<file path="src/rtl/imc_pkg.sv">
// Package holding constants and types of the interrupt mask control
package imc_pkg;

    // ****************************************************************
    // Register map and field layout
    // ****************************************************************
    localparam logic [6:0] IMC_ADDR_MASK = 7'h09;
    localparam int IMC_W = 16;
    localparam int IMC_RES_LO = 9;
    localparam int IMC_BIT_PERIODIC = 8;
    localparam int IMC_BIT_WDOG_OFF = 7;
    localparam int IMC_BIT_WDOG_IRQ = 6;
    localparam int IMC_BIT_SPI_CRC = 5;
    localparam int IMC_BIT_BRIDGE = 4;
    localparam int IMC_BIT_HIGH_SIDE = 3;
    localparam int IMC_BIT_BUS = 2;
    localparam int IMC_BIT_TEMP = 1;
    localparam int IMC_BIT_SUPPLY = 0;
    localparam logic [8:0] IMC_MASK_POR = 9'h140;
    localparam logic [6:0] IMC_RES_VALUE = 7'h00;

    // ****************************************************************
    // Timing of the interrupt line, 125 MHz clock
    // ****************************************************************
    localparam int IMC_CLK_PS = 8000;
    localparam int IMC_PULSE_NS = 2000;
    localparam int IMC_GAP_NS = 2000;
    localparam int IMC_PERIOD_US = 20;
    // Least times round up, the period rounds down
    localparam int IMC_PULSE_CYC = (IMC_PULSE_NS * 1000 + IMC_CLK_PS - 1) / IMC_CLK_PS;
    localparam int IMC_GAP_CYC = (IMC_GAP_NS * 1000 + IMC_CLK_PS - 1) / IMC_CLK_PS;
    localparam int IMC_PERIOD_CYC = (IMC_PERIOD_US * 1000000) / IMC_CLK_PS;
    localparam int IMC_CNT_W = 12;
    localparam int IMC_Q_W = 4;
    localparam logic [IMC_Q_W-1:0] IMC_Q_MAX = 4'hf;

    // ****************************************************************
    // Types
    // ****************************************************************
    typedef struct packed {
        logic wd_fail;
        logic crc_fail;
        logic spi_fail;
        logic bridge;
        logic high_side;
        logic bus;
        logic temp;
        logic supply;
    } imc_events_t;

    typedef enum logic [1:0] {
        IMC_ST_IDLE = 2'b00,
        IMC_ST_LOW = 2'b01,
        IMC_ST_GAP = 2'b10
    } imc_state_t;

endpackage : imc_pkg

</file>
<file path="src/rtl/imc_mask_ctrl.sv">
// Interrupt mask control register and event gating onto the interrupt line
`timescale 1ns/1ps
`default_nettype none
module imc_mask_ctrl
(
    input wire logic clk,
    input wire logic nrst,
    input wire logic soft_reset_req,
    input wire logic restart_req,
    input wire logic [6:0] acc_addr,
    input wire logic acc_wr,
    input wire logic acc_rd,
    input wire logic [15:0] acc_wdata,
    input wire imc_pkg::imc_events_t events,
    input wire logic devmode,
    input wire logic pending,
    output logic [15:0] acc_rdata_r,
    output logic acc_rvalid_r,
    output logic interrupt_out_n,
    output logic watchdog_enable_r,
    output logic [7:0] status_set_r,
    output logic [8:0] mask_out_r
);
    import imc_pkg::*;

    // ****************************************************************
    // Reset release
    // ****************************************************************
    logic rst_meta_r;
    logic rst_n;

    // Asynchronous assert, two-stage synchronous release
    always_ff @(posedge clk or negedge nrst)
    begin
        if (!nrst)
        begin
            rst_meta_r <= 1'b0;
            rst_n <= 1'b0;
        end
        else
        begin
            rst_meta_r <= 1'b1;
            rst_n <= rst_meta_r;
        end
    end

    // ****************************************************************
    // Mask register
    // ****************************************************************
    logic [8:0] mask_r;
    logic [8:0] mask_nxt;
    logic hit_wr;
    logic [6:0] gated;
    logic [IMC_Q_W-1:0] add_cnt_r;

    // Counts the enabled events of one cycle
    function automatic logic [IMC_Q_W-1:0] count_ones(input logic [6:0] v);
        logic [IMC_Q_W-1:0] n;
        n = '0;
        for (int i = 0; i < 7; i++)
            n = n + {{(IMC_Q_W-1){1'b0}}, v[i]};
        return n;
    endfunction : count_ones

    assign hit_wr = acc_wr && (acc_addr == IMC_ADDR_MASK);

    // Soft reset beats restart, restart beats a write
    always_comb
    begin
        mask_nxt = mask_r;
        if (soft_reset_req)
            mask_nxt = IMC_MASK_POR;
        else if (restart_req)
            mask_nxt = mask_r;
        else if (hit_wr)
            mask_nxt = acc_wdata[8:0]; // Upper bits have no storage
    end

    always_ff @(posedge clk or negedge rst_n)
    begin
        if (!rst_n)
            mask_r <= IMC_MASK_POR;
        else
            mask_r <= mask_nxt;
    end

    // Mirror of the mask for the rest of the chip
    always_ff @(posedge clk or negedge rst_n)
    begin
        if (!rst_n)
            mask_out_r <= IMC_MASK_POR;
        else
            mask_out_r <= mask_nxt;
    end

    // ****************************************************************
    // Register read
    // ****************************************************************
    // Unmapped addresses answer zero rather than stale data
    always_ff @(posedge clk or negedge rst_n)
    begin
        if (!rst_n)
        begin
            acc_rdata_r <= '0;
            acc_rvalid_r <= 1'b0;
        end
        else
        begin
            acc_rvalid_r <= acc_rd;
            if (acc_rd && acc_addr == IMC_ADDR_MASK)
                acc_rdata_r <= {IMC_RES_VALUE, mask_r};
            else
                acc_rdata_r <= '0;
        end
    end

    // ****************************************************************
    // Event gating
    // ****************************************************************
    // Each event pulse is gated on its own, independent of status history
    always_comb
    begin
        gated[0] = events.supply && mask_r[IMC_BIT_SUPPLY];
        gated[1] = events.temp && mask_r[IMC_BIT_TEMP];
        gated[2] = events.bus && mask_r[IMC_BIT_BUS];
        gated[3] = events.high_side && mask_r[IMC_BIT_HIGH_SIDE];
        gated[4] = events.bridge && mask_r[IMC_BIT_BRIDGE];
        // Both failures together still count as one signal
        gated[5] = (events.spi_fail || events.crc_fail) && mask_r[IMC_BIT_SPI_CRC];
        gated[6] = events.wd_fail && devmode && mask_r[IMC_BIT_WDOG_IRQ];
    end

    // Number of pulses to queue this cycle
    always_ff @(posedge clk or negedge rst_n)
    begin
        if (!rst_n)
            add_cnt_r <= '0;
        else
            add_cnt_r <= count_ones(gated);
    end

    // Status sees every event whatever the mask says
    always_ff @(posedge clk or negedge rst_n)
    begin
        if (!rst_n)
            status_set_r <= '0;
        else
            status_set_r <= events;
    end

    // Watchdog runs unless development mode and the off bit agree
    always_ff @(posedge clk or negedge rst_n)
    begin
        if (!rst_n)
            watchdog_enable_r <= 1'b1;
        else
            watchdog_enable_r <= !(devmode && mask_r[IMC_BIT_WDOG_OFF]);
    end

    // ****************************************************************
    // Interrupt line
    // ****************************************************************
    imc_pulse_gen u_pulse
    (
        .clk(clk),
        .rst_n(rst_n),
        .add_cnt(add_cnt_r),
        .periodic_en(mask_r[IMC_BIT_PERIODIC]),
        .pending(pending),
        .irq_n_r(interrupt_out_n)
    );
endmodule : imc_mask_ctrl
`default_nettype wire

</file>
<file path="src/rtl/imc_pulse_gen.sv">
// Pulse generator driving the active-low interrupt line
`timescale 1ns/1ps
`default_nettype none
module imc_pulse_gen
(
    input wire logic clk,
    input wire logic rst_n,
    input wire logic [imc_pkg::IMC_Q_W-1:0] add_cnt,
    input wire logic periodic_en,
    input wire logic pending,
    output logic irq_n_r
);
    import imc_pkg::*;

    imc_state_t state_r;
    logic [IMC_Q_W-1:0] queue_r;
    logic [IMC_CNT_W-1:0] cnt_r;
    logic [IMC_CNT_W-1:0] per_r;
    logic tick;
    logic take;
    logic [IMC_Q_W:0] sum;

    // Periodic re-signalling while anything stays pending
    assign tick = periodic_en && pending && (per_r == IMC_CNT_W'(IMC_PERIOD_CYC - 1));
    assign take = (state_r == IMC_ST_IDLE) && (queue_r != '0);
    assign sum = {1'b0, queue_r} + {1'b0, add_cnt} + {{IMC_Q_W{1'b0}}, tick} - {{IMC_Q_W{1'b0}}, take};

    // Period timer restarts whenever there is nothing to repeat
    always_ff @(posedge clk or negedge rst_n)
    begin
        if (!rst_n)
            per_r <= '0;
        else if (!(periodic_en && pending) || tick)
            per_r <= '0;
        else
            per_r <= per_r + IMC_CNT_W'(1);
    end

    // Events are queued, up to 15 pending, so none is merged into another pulse
    always_ff @(posedge clk or negedge rst_n)
    begin
        if (!rst_n)
            queue_r <= '0;
        else if (sum > {1'b0, IMC_Q_MAX})
            queue_r <= IMC_Q_MAX; // Saturate; a burst above 15 loses the excess
        else
            queue_r <= sum[IMC_Q_W-1:0];
    end

    // Low pulse, then a high gap so the host sees separate edges
    always_ff @(posedge clk or negedge rst_n)
    begin
        if (!rst_n)
        begin
            state_r <= IMC_ST_IDLE;
            cnt_r <= '0;
            irq_n_r <= 1'b1;
        end
        else
        begin
            unique case (state_r)
                IMC_ST_IDLE:
                begin
                    if (take)
                    begin
                        state_r <= IMC_ST_LOW;
                        cnt_r <= '0;
                        irq_n_r <= 1'b0;
                    end
                end
                IMC_ST_LOW:
                begin
                    if (cnt_r == IMC_CNT_W'(IMC_PULSE_CYC - 1))
                    begin
                        state_r <= IMC_ST_GAP;
                        cnt_r <= '0;
                        irq_n_r <= 1'b1;
                    end
                    else
                        cnt_r <= cnt_r + IMC_CNT_W'(1);
                end
                IMC_ST_GAP:
                begin
                    if (cnt_r == IMC_CNT_W'(IMC_GAP_CYC - 1))
                    begin
                        state_r <= IMC_ST_IDLE;
                        cnt_r <= '0;
                    end
                    else
                        cnt_r <= cnt_r + IMC_CNT_W'(1);
                end
                default:
                begin
                    state_r <= IMC_ST_IDLE;
                    irq_n_r <= 1'b1;
                end
            endcase
        end
    end
endmodule : imc_pulse_gen
`default_nettype wire

</file>
<file path="config.mk">
export PLATFORM = sky130hd
export DESIGN_NAME = imc_mask_ctrl
export DESIGN_NICKNAME = d
export VERILOG_FILES = /design/src/rtl/imc_pkg.sv /design/src/rtl/imc_mask_ctrl.sv /design/src/rtl/imc_pulse_gen.sv
export SDC_FILE = /design/constraint.sdc
export NUM_CORES = 1
export LEC_CHECK = 0
export ABC_AREA = 1
export BUFFER_PORTS_ARGS = -buffer_cell sky130_fd_sc_hd__buf_2
export CORE_ASPECT_RATIO = 1.2
export CORE_MARGIN = 2
export CORE_UTILIZATION = 46
export DETAILED_ROUTE_END_ITERATION = 10
export PLACE_DENSITY = 0.69
export RECOVER_POWER = 50
export SYNTH_ARGS = -nofsm -noshare
export SYNTH_HDL_FRONTEND = slang
export SYNTH_HIERARCHICAL = 1
export SYNTH_SLANG_ARGS = --single-unit
</file>
<file path="constraint.sdc">
create_clock -name clk -period 3.2 [get_ports clk]
set_input_delay 0 -clock clk [delete_from_list [all_inputs] [get_ports clk]]
set_output_delay 0 -clock clk [all_outputs]
set_load 0.05 [all_outputs]
</file>
==> results by group <==
Outcome
  • Status: finished clean

Power and ir drop
  • Total Power: 2260 µW
  • Static leakage: 0.00208 µW
  • VDD IR-drop max: 0.282 mV
  • Power Density: 535 nW/µm²

Floorplan
  • Rows: 34
  • I/O pin total: 75
  • Die Width: 82.9 µm
  • Die H: 98.6 µm
  • Core area: 7230 µm²
  • Die ar.: 8170 µm²
  • Initial Util: 47.5%

STA
  • RSZ-0062 raised after global routing: no
  • Pins over their slew limit: 0
  • Rel. slew slack: 26.0%
  • Fin crit share: 85.2%
  • Worst hold slack: 0.0958 ns
  • Final clock skew: 0.00833 ns
  • Fin Setup TNS: 0 ns
  • Fin. Hold Viols: 0
  • Final setup vio count: 0
  • Max Clk Rate: 367 MHz
  • Slew @ Worst Pin: 1.11 ns
  • Min Tclk post-route: 2.73 ns

Layout
  • Most common cell after layout, fill and taps aside: nand2_1
  • FILL cells: 659
  • Final std cells w/o fill: 600
  • Area occupied by registers: 1610 µm²
  • Most frequent cells in the layout: nand2_1 (92), inv_1 (69), dfrtp_1 (60), nor2_1 (41), clkbuf_1 (37)
  • # nets final: 565
  • Multi-input logic area: 1510 µm²
  • # diodes: 0
  • Fraction of layout cells with a size suffix above 1: 13.5%
  • Area grow syn2layout: 23.2%

GRT
  • Met3 capacity usage during global routing: 4.19%
  • GRT Overall Usage: 19.6%
  • Vias in the first global route: 2,938
  • Largest net degree at the start of global routing: 37
  • First-pass GRT wire length: 13.0 mm
  • Global routing met1 resource utilization: 22.5%
  • M2 GR Usage: 34.6%
  • GR Overflow Total: 0
  • Busiest grt layer: met2
  • Initial antenna violation count: 0

Clock tree
  • Total CTS buffers: 9
  • Sink Count: 64
  • Clock transition at the registers of the reported paths: 0.07 ns
  • Root Driver: clkbuf_8
  • CTS H-tree depth: 3
  • CTS tree: done
  • Longest Clk Path Bufs: 2
  • Clock network latency to the later pin of the worst-skew pair: 0.33 ns

Logic synthesis
  • Post-synth EDFFs: 0
  • Mapped Cells: 406
  • Synth area leader: dfrtp_1
  • Post-synth ARST share: 100%
  • Yosys top cell area share: 43.7%
  • Netlist Area Pre-Place: 3430 µm²
  • Ys flop type: dfrtp_1
  • Area contributors post-synth: dfrtp_1 (44%), nand2_1 (9.9%), inv_1 (7.5%), ha_1 (5.5%), nand3_1 (5.1%)
  • Register area share after synthesis: 46.8%
  • Syn Area/Cell: 8.46 µm²
  • Seq cells post-synth: 64
  • Ys Warns: 6
  • Netlist cell types: 32

Min path
  • Worst hold path class: in2reg

Job
  • Max-cap violations: 0

Routing
  • Post-DR wirelength/cell: 12.7 µm
  • Starting DRT DRC Count: 122
  • Via count: 2,912
  • DRC violation count after routing: 0
  • Drt total wl: 7.60 mm
  • Drt via density: 4.85
  • Post-DRT Antenna Nets: 0
  • Drt pass-1 iters: 4

Setup path
  • Kind of critical path: reg2reg
  • CP endpoint kind: flip-flop
  • Critical path's largest stage delay: 0.53 ns
  • Worst-path cell chain: nand2_1, inv_1, fa_1, inv_1, fa_1, inv_1, fa_1, fa_1
  • Critical Path Most Common Cell: fa_1
  • WP data required: 3.40 ns
  • CP max stage cell: fa_1
  • Reg2reg setup slack: 0.47 ns
  • Critical Path AT: 2.93 ns
  • Crit path max fanout: 4
  • Worst setup SP type: flip-flop

Placement
  • Placer Congestion: 0.943
  • # placed instances: 554
  • Port-buffer cells: 60
  • HPWL after DPL: 5.15 mm
critical path, delay by kind of cell, from the launching register on:
family	cells	cell delay [ns]
fa+ha+maj	4	1.92
buf+inv	3	0.16
flops	1	0.43
simple gates	1	0.07
routing by layer:
layer	wire length (µm)	share of wire, %
met3	361	4.7
met2	3770	50
met5	0	0
met1	3240	43
met4	233	3.1
timing repair:
item | CTS | global route
resized for setup | 0 | 0
hold buffers | 30 | 0
hold endpoints to repair | 30 | 0
buffers inserted | 0 | 0
layout make-up:
type | count | area share, %
flip-flops and latches | 64 | 38.0
multi-input cells | 268 | 35.7
repair buffers | 91 | 13.3
inverters | 71 | 6.30
clock buffers | 12 | 3.43
well taps | 90 | 2.66
clock inverters | 4 | 0.533
cells by family after synthesis:
kind of cell	count (synthesis)	share of synthesized area, %
fa+ha+maj	21	8.97
flops	64	46.8
simple gates	213	29.2
buf+inv	81	9.73
xor+xnor	10	2.55
compound gates	15	2.55
other cells	2	0.219
path summary, 6_finish.rpt:
kind | depth (start not counted) | endpoint | startpoint
min | 5 | u_pulse/per_r[11] | pending
max | 8 | add_cnt_r[1] | mask_out_r[0]
min in group asynchronous | 0 | u_pulse/per_r[1] | rst_n
min reg2reg | 0 | rst_n | rst_meta_r
max reg2reg | 8 | add_cnt_r[1] | mask_out_r[0]
max in group asynchronous | 1 | u_pulse/irq_n_r | rst_n
synthesized netlist by cell type, types with 2 or more instances:
| cell | n |
|---|---|
| nand4_1 | 13 |
| ha_1 | 15 |
| o21ai_0 | 6 |
| inv_1 | 69 |
| nor2_4 | 5 |
| or2_2 | 3 |
| nand2_1 | 91 |
| nand3_1 | 35 |
| dfstp_2 | 4 |
| dfrtp_1 | 60 |
| nor2_2 | 3 |
| xor2_1 | 6 |
| nor3_1 | 10 |
| buf_4 | 7 |
| fa_1 | 6 |
| nand2_2 | 6 |
| conb_1 | 2 |
| buf_2 | 3 |
| nor2_1 | 41 |
| a21oi_1 | 3 |
| nand3_2 | 4 |
| xnor2_1 | 4 |
stage by stage:
step                setup WS [ns]  cell area [µm²]  util, %
floorplan                   0.346             3460        -
global placement            0.551             3810     52.7
detailed placement          0.484             3810     52.7
CTS                         0.453             4280     59.2
global route                0.276             4230     58.5
finish                      0.473             4230     58.5
power breakdown:
| group | switching, µW | internal (µW) |
|---|---|---|
| sequential | 56.6 | 883 |
| clock | 299 | 299 |
| combinational | 479 | 245 |
| total | 835 | 1430 |
flip-flops by register name, indices dropped and copies added (netlist names):
register and flops:
u_pulse/cnt_r 12, u_pulse/per_r 12, acc_rdata_r 9, mask_out_r 9, status_set_r 8, u_pulse/queue_r 4, add_cnt_r 3, u_pulse/state_r 2
acc_rvalid_r 1, rst_meta_r 1, rst_n 1, u_pulse/irq_n_r 1, watchdog_enable_r 1
(Power assumes the default switching activity.)
